[config.mk]
export PLATFORM = sky130hd
export DESIGN_NAME = rtc_alarm_update_irq
export DESIGN_NICKNAME = d
export VERILOG_FILES = /design/src/shared/rtc_irq_pkg.sv /design/src/logic/rtc_alarm_update_irq.sv
export SDC_FILE = /design/constraint.sdc
export NUM_CORES = 1
export LEC_CHECK = 0
export ABC_AREA = 0
export BUFFER_PORTS_ARGS = -buffer_cell sky130_fd_sc_hd__buf_4
export CAP_MARGIN = 20
export CORE_MARGIN = 10
export CORE_UTILIZATION = 53
export CTS_BUF_LIST = sky130_fd_sc_hd__clkbuf_4 sky130_fd_sc_hd__clkbuf_8
export CTS_CLUSTER_DIAMETER = 100
export DETAILED_ROUTE_END_ITERATION = 8
export GPL_TIMING_DRIVEN = 0
export HOLD_SLACK_MARGIN = 0.02
export PLACE_DENSITY = 0.79
export SLEW_MARGIN = 20
export SYNTH_ARGS = -nofsm -noshare
export SYNTH_HDL_FRONTEND = slang
export SYNTH_SLANG_ARGS = --single-unit
[constraint.sdc]
create_clock -name clk -period 1.9 [get_ports clk]
set_input_delay 0.095 -clock clk [delete_from_list [all_inputs] [get_ports clk]]
set_output_delay 0.095 -clock clk [all_outputs]
set_load 0.1 [all_outputs]
[src/shared/rtc_irq_pkg.sv]
/*
  Constants for the alarm and time-update interrupt block of the real time clock:
  register offsets, bit positions, reset values and timing counts.
  Assumes a 250 MHz block clock; nothing else is needed from outside.
*/
package rtc_irq_pkg;

  // ==========================================================================
  // clock
  // ==========================================================================
  localparam int unsigned CLK_PERIOD_PS = 4000; // 250 MHz

  // ==========================================================================
  // register offsets (byte addresses on the register port)
  // ==========================================================================
  localparam logic [7:0] OFS_MIN_ALARM = 8'h18; // minute_alarm_setting
  localparam logic [7:0] OFS_HOUR_ALARM = 8'h19; // hour_alarm_setting
  localparam logic [7:0] OFS_DAY_ALARM = 8'h1A; // weekday_or_date_alarm_setting
  localparam logic [7:0] OFS_EXTENSION = 8'h1D; // extension_settings
  localparam logic [7:0] OFS_FLAGS = 8'h1E; // event_flags
  localparam logic [7:0] OFS_CONTROL = 8'h1F; // interrupt_and_run_control

  // ==========================================================================
  // field positions
  // ==========================================================================
  localparam int unsigned BIT_COMPARE_DISABLE = 7; // in each alarm setting
  localparam int unsigned BIT_UPDATE_PERIOD_SEL = 5; // extension register
  localparam int unsigned BIT_WEEKDAY_OR_DATE = 3; // extension register
  localparam int unsigned BIT_UPDATE_FLAG = 5; // flag register
  localparam int unsigned BIT_ALARM_FLAG = 3; // flag register
  localparam int unsigned BIT_HALT = 6; // control register
  localparam int unsigned BIT_UPDATE_GATE = 5; // control register
  localparam int unsigned BIT_ALARM_GATE = 3; // control register

  // ==========================================================================
  // reset values
  // ==========================================================================
  localparam logic [7:0] RST_ALARM_SETTING = 8'h00;
  localparam logic [7:0] RST_EXTENSION = 8'h00;
  localparam logic [7:0] RST_CONTROL = 8'h00;
  localparam logic [7:0] RST_READ_DATA = 8'h00;

  // ==========================================================================
  // timing
  // ==========================================================================
  // longest time from alarm match to flag and pin change
  localparam longint unsigned ALARM_LATENCY_PS = 64'd1460000000; // 1.46 ms
  localparam longint unsigned ALARM_LATENCY_CYC = ALARM_LATENCY_PS / CLK_PERIOD_PS;
  // time after an update event at which the pin is let go (rounded down)
  localparam longint unsigned UPD_RELEASE_PS = 64'd7813000000; // 7.813 ms
  localparam int unsigned UPD_RELEASE_CYC = int'(UPD_RELEASE_PS / CLK_PERIOD_PS);
  localparam int unsigned UPD_CNT_W = 21; // enough for 1953250

endpackage : rtc_irq_pkg

[src/logic/rtc_alarm_update_irq.sv]
/*
  Alarm and time-update interrupt logic of a real time clock, with its six
  registers on a plain single-cycle register port and an open-drain interrupt pin.
  Assumes the timekeeping logic on the same clock gives one-cycle second and
  minute ticks and presents the new time from the cycle after each tick on.
*/
`timescale 1ns/1ps
module rtc_alarm_update_irq #(
  parameter int unsigned UPD_RELEASE_CYCLES = rtc_irq_pkg::UPD_RELEASE_CYC,
  parameter int unsigned UPD_CNT_W = rtc_irq_pkg::UPD_CNT_W
) (
  input wire logic clk, // block clock, 250 MHz
  input wire logic rst_n, // synchronous reset, active low
  input wire logic ce, // clock enable, state frozen while low
  input wire logic [7:0] regAddr, // register byte address
  input wire logic [7:0] regWdata, // write data
  input wire logic regWrite, // write strobe, one cycle
  input wire logic regRead, // read strobe, one cycle
  input wire logic secondTick, // seconds counter advanced
  input wire logic minuteTick, // minutes counter advanced
  input wire logic [6:0] curMinute, // current minute, BCD
  input wire logic [5:0] curHour, // current hour, BCD
  input wire logic [5:0] curDate, // current day of month, BCD
  input wire logic [6:0] curWeekday, // current weekday, one-hot, bit 0 Sunday
  output logic [7:0] regRdata, // read data, valid the cycle after regRead
  output logic irqPinOut, // pin output level, always low
  output logic irqPinOe // high while the pin is pulled low
);

  // ==========================================================================
  // elaboration checks
  // ==========================================================================
  if (UPD_RELEASE_CYCLES < 1 || UPD_RELEASE_CYCLES >= (64'd1 << UPD_CNT_W)) begin : g_chk_cnt
    $error("update release count does not fit its counter");
  end
  if (rtc_irq_pkg::ALARM_LATENCY_CYC < 2) begin : g_chk_lat
    $error("alarm path needs two cycles of allowed latency");
  end

  // ==========================================================================
  // helpers
  // ==========================================================================
  // a field matches when its compare is disabled or its BCD value agrees
  function automatic logic fieldMatch(input logic disable_, input logic [6:0] setv,
                                      input logic [6:0] curv);
    fieldMatch = disable_ || (setv == curv);
  endfunction : fieldMatch

  // ==========================================================================
  // register storage
  // ==========================================================================
  logic [7:0] minAlarm_q; // minute_alarm_setting
  logic [7:0] hourAlarm_q; // hour_alarm_setting
  logic [7:0] dayAlarm_q; // weekday_or_date_alarm_setting
  logic [7:0] extension_q; // extension_settings
  logic [7:0] control_q; // interrupt_and_run_control
  logic alarmFlag_q; // alarm_event_flag
  logic updateFlag_q; // update_event_flag
  logic [7:0] rdata_q; // read data register
  logic pinLow_q; // drive-low enable of the pin
  logic pinOut_q; // pin level, held low
  logic minuteSeen_q; // minute tick one cycle late, counters now settled
  logic [UPD_CNT_W-1:0] updCnt_q; // cycles left of the update low level

  // decoded write strobes
  logic wrFlags;
  logic wrControl;
  assign wrFlags = ce && regWrite && (regAddr == rtc_irq_pkg::OFS_FLAGS);
  assign wrControl = ce && regWrite && (regAddr == rtc_irq_pkg::OFS_CONTROL);

  // control fields
  logic haltBit; // clock halt
  logic alarmGate; // alarm_irq_gate
  logic updateGate; // update_irq_gate
  logic periodSel; // update_period_select
  logic dayModeSel; // weekday_or_date_select
  assign haltBit = control_q[rtc_irq_pkg::BIT_HALT];
  assign alarmGate = control_q[rtc_irq_pkg::BIT_ALARM_GATE];
  assign updateGate = control_q[rtc_irq_pkg::BIT_UPDATE_GATE];
  assign periodSel = extension_q[rtc_irq_pkg::BIT_UPDATE_PERIOD_SEL];
  assign dayModeSel = extension_q[rtc_irq_pkg::BIT_WEEKDAY_OR_DATE];

  // plain read-write registers
  always_ff @(posedge clk) begin
    if (!rst_n) begin
      minAlarm_q <= rtc_irq_pkg::RST_ALARM_SETTING;
      hourAlarm_q <= rtc_irq_pkg::RST_ALARM_SETTING;
      dayAlarm_q <= rtc_irq_pkg::RST_ALARM_SETTING;
      extension_q <= rtc_irq_pkg::RST_EXTENSION;
      control_q <= rtc_irq_pkg::RST_CONTROL;
    end else if (ce && regWrite) begin
      // each register takes the whole byte; the compare still sees it
      unique case (regAddr)
        rtc_irq_pkg::OFS_MIN_ALARM: minAlarm_q <= regWdata;
        rtc_irq_pkg::OFS_HOUR_ALARM: hourAlarm_q <= regWdata;
        rtc_irq_pkg::OFS_DAY_ALARM: dayAlarm_q <= regWdata;
        rtc_irq_pkg::OFS_EXTENSION: extension_q <= regWdata;
        rtc_irq_pkg::OFS_CONTROL: control_q <= regWdata;
        default: ; // other addresses store nothing
      endcase
    end
  end

  // read data, one cycle after the strobe; unmapped reads give zero
  always_ff @(posedge clk) begin
    if (!rst_n) begin
      rdata_q <= rtc_irq_pkg::RST_READ_DATA;
    end else if (ce && regRead) begin
      unique case (regAddr)
        rtc_irq_pkg::OFS_MIN_ALARM: rdata_q <= minAlarm_q;
        rtc_irq_pkg::OFS_HOUR_ALARM: rdata_q <= hourAlarm_q;
        rtc_irq_pkg::OFS_DAY_ALARM: rdata_q <= dayAlarm_q;
        rtc_irq_pkg::OFS_EXTENSION: rdata_q <= extension_q;
        rtc_irq_pkg::OFS_CONTROL: rdata_q <= control_q;
        rtc_irq_pkg::OFS_FLAGS: begin
          // flags show their state, the other bits read zero
          rdata_q <= 8'h00;
          rdata_q[rtc_irq_pkg::BIT_UPDATE_FLAG] <= updateFlag_q;
          rdata_q[rtc_irq_pkg::BIT_ALARM_FLAG] <= alarmFlag_q;
        end
        default: rdata_q <= 8'h00;
      endcase
    end
  end

  // ==========================================================================
  // alarm compare
  // ==========================================================================
  logic minMatch;
  logic hourMatch;
  logic dayMatch;
  logic alarmEvt; // one-cycle alarm event
  // minute BCD in bits 6..0, hour BCD in bits 5..0
  assign minMatch = fieldMatch(minAlarm_q[rtc_irq_pkg::BIT_COMPARE_DISABLE],
                               minAlarm_q[6:0], curMinute);
  assign hourMatch = fieldMatch(hourAlarm_q[rtc_irq_pkg::BIT_COMPARE_DISABLE],
                                {1'b0, hourAlarm_q[5:0]}, {1'b0, curHour});
  // weekday mask (bit 6 Saturday .. bit 0 Sunday) or BCD date
  always_comb begin
    if (dayModeSel) begin
      dayMatch = fieldMatch(dayAlarm_q[rtc_irq_pkg::BIT_COMPARE_DISABLE],
                            {1'b0, dayAlarm_q[5:0]}, {1'b0, curDate});
    end else begin
      dayMatch = dayAlarm_q[rtc_irq_pkg::BIT_COMPARE_DISABLE] ||
                 (|(dayAlarm_q[6:0] & curWeekday));
    end
  end

  // the counters settle the cycle after the minute tick; checking only then
  // means a setting equal to the present time waits for the next advance
  always_ff @(posedge clk) begin
    if (!rst_n) begin
      minuteSeen_q <= 1'b0;
    end else if (ce) begin
      minuteSeen_q <= minuteTick;
    end
  end

  // all three disabled leaves every minute a match halt blocks
  assign alarmEvt = ce && minuteSeen_q && !haltBit &&
                    minMatch && hourMatch && dayMatch;

  // alarm flag: set wins over a clearing write, writing one does nothing
  always_ff @(posedge clk) begin
    if (!rst_n) begin
      alarmFlag_q <= 1'b0;
    end else if (alarmEvt) begin
      alarmFlag_q <= 1'b1;
    end else if (wrFlags && !regWdata[rtc_irq_pkg::BIT_ALARM_FLAG]) begin
      alarmFlag_q <= 1'b0;
    end
  end

  // ==========================================================================
  // time update
  // ==========================================================================
  logic updateEvt; // one-cycle update event
  // second or minute boundary by the select bit, none while halted
  assign updateEvt = ce && !haltBit && (periodSel ? minuteTick : secondTick);

  // update flag: set wins over a clearing write
  always_ff @(posedge clk) begin
    if (!rst_n) begin
      updateFlag_q <= 1'b0;
    end else if (updateEvt) begin
      updateFlag_q <= 1'b1;
    end else if (wrFlags && !regWdata[rtc_irq_pkg::BIT_UPDATE_FLAG]) begin
      updateFlag_q <= 1'b0;
    end
  end

  // low-level timer: loaded on the event, the request ends when it runs out
  always_ff @(posedge clk) begin
    if (!rst_n) begin
      updCnt_q <= '0;
    end else if (updateEvt) begin
      updCnt_q <= UPD_CNT_W'(UPD_RELEASE_CYCLES);
    end else if (ce && wrFlags && !regWdata[rtc_irq_pkg::BIT_UPDATE_FLAG]) begin
      updCnt_q <= '0; // clearing the flag cancels the low level
    end else if (ce && updCnt_q != '0) begin
      updCnt_q <= updCnt_q - UPD_CNT_W'(1);
    end
  end

  // ==========================================================================
  // interrupt pin
  // ==========================================================================
  logic alarmReq;
  logic updateReq;
  logic pinReq;
  assign alarmReq = alarmFlag_q && alarmGate; // held until cleared
  assign updateReq = updCnt_q != '0 && updateGate;
  assign pinReq = alarmReq || updateReq;

  // open-drain: enable pulls low, otherwise released
  always_ff @(posedge clk) begin
    if (!rst_n) begin
      pinLow_q <= 1'b0;
      pinOut_q <= 1'b0;
    end else if (ce) begin
      pinLow_q <= pinReq;
      pinOut_q <= 1'b0;
    end
  end

  assign regRdata = rdata_q;
  assign irqPinOe = pinLow_q;
  assign irqPinOut = pinOut_q;
endmodule : rtc_alarm_update_irq

After elaboration in Yosys (flattened, before gate mapping)
Cells that the tools add are included.
{"block": "word_totals", "input_bits": 49, "output_inout_bits": 10, "elab_cells": 70, "register_bits": 73, "romBits": 0, "n_memories": 0, "ram_bits": 0, "latchBits": 0}
{"block": "op_classes", "mux": 10, "add_sub_neg": 1, "eq_ne": 9, "shift": 0, "magnitude_cmp": 0, "n_bitwise": 2, "n_mul": 0, "reduce_logical": 36, "div_mod_pow": 0}
{"operator": "21-bit two-way mux", "count": 3}
{"operator": "8-bit by 5-bit == test with 1-bit output, second input constant", "count": 6}
{"operator": "8-bit one-hot mux with 6 select lines", "count": 1}
{"operator": "21-bit nonzero test", "count": 1}
{"operator": "21-bit by 1-bit subtractor with 21-bit output, second input constant", "count": 1}
{"operator": "1-bit logical AND", "count": 17}
{"operator": "6-bit == test", "count": 2}
{"operator": "2-bit AND reduction", "count": 5}
{"operator": "7-bit bitwise AND", "count": 1}
{"operator": "7-bit == test", "count": 1}
{"operator": "7-bit OR reduction", "count": 1}
{"operator": "1-bit two-way mux", "count": 6}
{"operator": "1-bit logical OR", "count": 5}
{"operator": "2-bit nonzero test", "count": 2}
{"operator": "1-bit zero test", "count": 3}
{"operator": "3-bit nonzero test", "count": 1}
{"operator": "3-bit OR reduction", "count": 1}
{"operator": "1-bit inverter", "count": 1}

Longest topological paths before layout
{"block": "logic_depth", "word_depth": 6, "mapped_depth": 7, "ltp_nobuf": 7}

Worst setup path after synthesis
OpenSTA, ideal clock, no wires.
{"block": "synth_path", "path_type": "reg-to-reg", "from": "register updCnt_q[16]", "to": "register updCnt_q[5]", "setup_time_ns": 0.129, "t_required_ns": 1.771, "arrival_ns": 1.756, "setup_slack_ns": 0.015, "n_path_buf": 0, "stages_incl_launch_ff": 6, "synth_period_minus_slack_ns": 1.885, "cell_sequence": "dfxtp_1 or4_4 or4_4 o2111ai_2 xor2_1 o21ai_1"}
{"block": "synth_between", "elab_chain_cells": 3}
{"item": "start: declaration", "line": "rtc_alarm_update_irq.sv:63", "rtl": "logic [UPD_CNT_W-1:0] updCnt_q;"}
{"item": "start signal: assignment", "line": "rtc_alarm_update_irq.sv:197", "rtl": "updCnt_q <= UPD_CNT_W'(UPD_RELEASE_CYCLES);"}
{"item": "start signal: assignment", "line": "rtc_alarm_update_irq.sv:201", "rtl": "updCnt_q <= updCnt_q - UPD_CNT_W'(1);"}
{"item": "21-bit nonzero test", "line": "rtc_alarm_update_irq.sv:200", "rtl": "end else if (ce && updCnt_q != '0) begin"}
{"item": "1-bit logical AND", "line": "rtc_alarm_update_irq.sv:200"}
{"item": "3-bit nonzero test (no line)"}
Every way passes these cells.
A chain may end at the register's enable or synchronous reset.

Worst setup path after layout
Ends and elaborated chain as after synthesis.

==> summary.md <==
| Metric | Value |
|---|---|
| Outcome | `finished with violations` |
| Failing checks | `negative setup slack` |
| EDFF count, synth | `0` |
| Cell Area, Placed | `4250 µm²` |
| Area growth, synth to finish | `25.4%` |
| Antenna Nets Post-Route | `0` |
| YS warnings | `0` |
| Root Buffer | `clkbuf_8` |
| Synthesized flop and latch total | `73` |
| Leakage | `1.77 nW` |
| PwrDens | `814 nW/µm²` |
| Fin. max-slew vios | `0` |
| Primary FF master, synth | `dfxtp_1` |
| TritonCTS buffer count | `9` |
| Worst path arrival time | `2260 ps` |
| Setup WS post-layout | `-124 ps` |
| Combinational fraction of design power | `19.3%` |
| DP Worst Slack | `-182 ps` |
| RSZ-0062 raised after global routing | `yes` |
| Fraction of layout cells with a size suffix above 1 | `24.1%` |
| CP required | `2130 ps` |
| Crit start category | `flip-flop` |
| Avg Vias per Cell | `5.90` |
| GRT overflow | `0` |
| Crit share post-route | `107%` |
| Share of total power in sequential cells | `44.0%` |
| Starting DRT DRC Count | `216` |
| Die height | `104 µm` |
| Diodes inserted | `0` |
| Mapped Cells | `426` |
| First-pass GRT wire length | `17.2 mm` |
| Boundary Pins | `59` |
| Core ar. | `6790 µm²` |
| Worst Path Class, Setup | `reg2reg` |
| CP max FO | `3` |
| First-pass DRT Iterations | `5` |
| Initial core utilization | `54.6%` |
| Final WL | `11.0 mm` |
| Tot Pwr | `3.79 mW` |
| Fin. Hold Viols | `0` |
| Tmin final | `2020 ps` |
| Slew of the pin with the lowest slew margin | `676 ps` |
| Fin area | `4650 µm²` |
| Avg WL per Cell | `18.4 µm` |
| FF+latch area | `1470 µm²` |
| Vias | `3531` |
| Clock transition at path regs | `80 ps` |
| Clk pwr share | `36.7%` |
| Sequential-to-total area share from yosys stat | `39.4%` |
| CP endpoint kind | `flip-flop` |
| MaxCap Viol Count | `0` |
| Row count | `30` |
| # setup viols final | `6` |
| Clk_lat worst skew | `360 ps` |
| Post-route DRC | `0` |
| Net Count, Synth | `476` |
| Gr usage total | `19.3%` |
| Number of port buffers | `56` |
| Antenna violations before repair | `0` |
| Placer Congestion | `0.938` |
| Post-route insts no fill | `598` |
| Area of the die | `10800 µm²` |
| Inst Count DP | `578` |
| Hold crit path type | `in2reg` |
| Clock skew | `12.5 ps` |
| Worst slew margin | `54.7%` |
| H-tree level count | `3` |
| Netlist cell types | `57` |
| Switching Share | `28.9%` |
| Vias in the first global route | `3553` |
| Fmax | `494 MHz` |
| IR drop worst, VDD | `521 µV` |
| Area occupied by multi-input gates | `2270 µm²` |
| Internal Pwr Total | `2.70 mW` |
| Synth Cell Area | `3710 µm²` |
| FILL cells | `570` |
| CTS sink count | `73` |
| Final #Nets | `547` |
| P_sw | `1.09 mW` |
| Largest net degree at the start of global routing | `14` |
| Mean Syn Cell Area | `8.71 µm²` |
| Die X | `104 µm` |
| Detail Placement HPWL | `7.88 mm` |
| CTS max path bufs | `2` |
| CTS tree | `yes` |
| Synth async-reset ratio | `0%` |
-- worst paths after layout --
path         depth (start not counted)              to  slack, ps    startpoint
max                                  5     updCnt_q[5]       -120  updCnt_q[16]
max reg2reg                          5     updCnt_q[5]       -120  updCnt_q[16]
min                                  3  extension_q[2]         30   regWdata[2]
min reg2reg                          2    control_q[7]        460  control_q[7]
-- repair_timing --
action	in CTS	in global routing
setup buffers	1	3
hold buffers	0	0
setup endpoints to repair	18	29
gates resized for setup	8	25
pin swaps	0	8
-- synth_stat cells (4+ instances only) --
library cell | n | area [µm²]
a21boi_0 | 25 | 188
a21oi_1 | 11 | 55.1
a22o_1 | 4 | 35.0
a22oi_1 | 10 | 75.1
clkbuf_1 | 10 | 37.5
dfxtp_1 | 73 | 1460
inv_1 | 11 | 41.3
mux2_2 | 6 | 67.6
mux2i_1 | 17 | 170
nand2_1 | 64 | 240
nand3_1 | 8 | 40.0
nand4b_1 | 4 | 35.0
nor2_1 | 20 | 75.1
nor2b_1 | 24 | 150
nor3_1 | 8 | 40.0
nor4_1 | 5 | 31.3
o21ai_0 | 20 | 100
o22ai_1 | 6 | 37.5
or3_1 | 6 | 37.5
xnor2_1 | 17 | 149
xor2_1 | 17 | 149
-- per-stage QoR --
step                      hold WS, ps  setup TNS, ps  util, %
after floorplan                   239              0        -
after global placement            366          -4230     62.6
after detailed placement          403          -5640     62.6
after CTS                        23.5           -656     66.6
after global routing             30.5          -1110     68.5
final                            25.6           -521     68.5
-- power groups by stage --
stage,registers [mW],logic [mW],clock network [mW]
final,1.67,0.732,1.39
after global routing,1.68,0.787,1.46
after CTS,1.66,0.623,1.40
after detailed placement,1.69,0.589,0
after global placement,1.69,0.580,0
after floorplan,1.69,0.382,0
-- routing by layer --
| layer | vias to the layer above | global-route usage (%) | wire, µm |
|---|---|---|---|
| met5 | - | 0 | 0 |
| met4 | 0 | 8.15 | 269 |
| met3 | 26 | 4.21 | 620 |
| met2 | 146 | 35.1 | 5880 |
| met1 | 1692 | 20.9 | 4230 |
| li1 | 1667 | - | - |
-- layout by cell type (no fill, tap or decap), types with 3 or more instances in the layout --
cell type,instances
buf_4,62
nor4_1,4
inv_1,11
mux2i_1,17
a21boi_0,25
xor2_1,17
mux2_2,6
nand4_1,3
dfxtp_2,3
o22ai_1,6
nor3_1,4
xnor2_1,17
o21ai_0,20
nor2b_1,23
clkbuf_1,10
dfxtp_1,69
nand2b_1,3
nor3_2,5
nand2_1,64
or3_1,4
a21oi_1,8
or4_4,4
a221oi_1,3
nor2_1,20
a22oi_1,10
a21oi_2,3
nand3_1,7
clkbuf_8,10
nand4b_1,4
a22o_1,4
-- flip-flops by register name (all words and copies together), names as in the netlist --
register / cells
alarmFlag_q: 1
control_q: 8
dayAlarm_q: 8
extension_q: 8
hourAlarm_q: 8
irqPinOe: 1
minAlarm_q: 8
minuteSeen_q: 1
regRdata: 8
updCnt_q: 21
updateFlag_q: 1
-- logic make-up after synthesis --
kind of cell	share of synthesized area, %
other	0.101
adders and majority gates	0.337
AOI/OAI and AO/OA	19.3
and+or+nand+nor	23.4
DFF	39.4
muxes	6.40
buffers and inverters	3.03
xor gates and xnor gates	8.02
-- critical path: stages (launching register included) --
cell and delay, ps:
dfxtp_4 350, or4_4 560, or4_4 490, o2111ai_2 240
xor2_1 180, o21ai_1 80
-- final cells by class --
type                       instances  area share, %
inverter                          11          0.887
multi-input combinational        326           48.7
tap                               96           2.58
buffer                            16           1.67
sequential                        73           31.6
timing repair buffer              60           9.68
clock buffer                      10           2.96
clock inverter                     6           1.94
(Power assumes the default switching activity.)
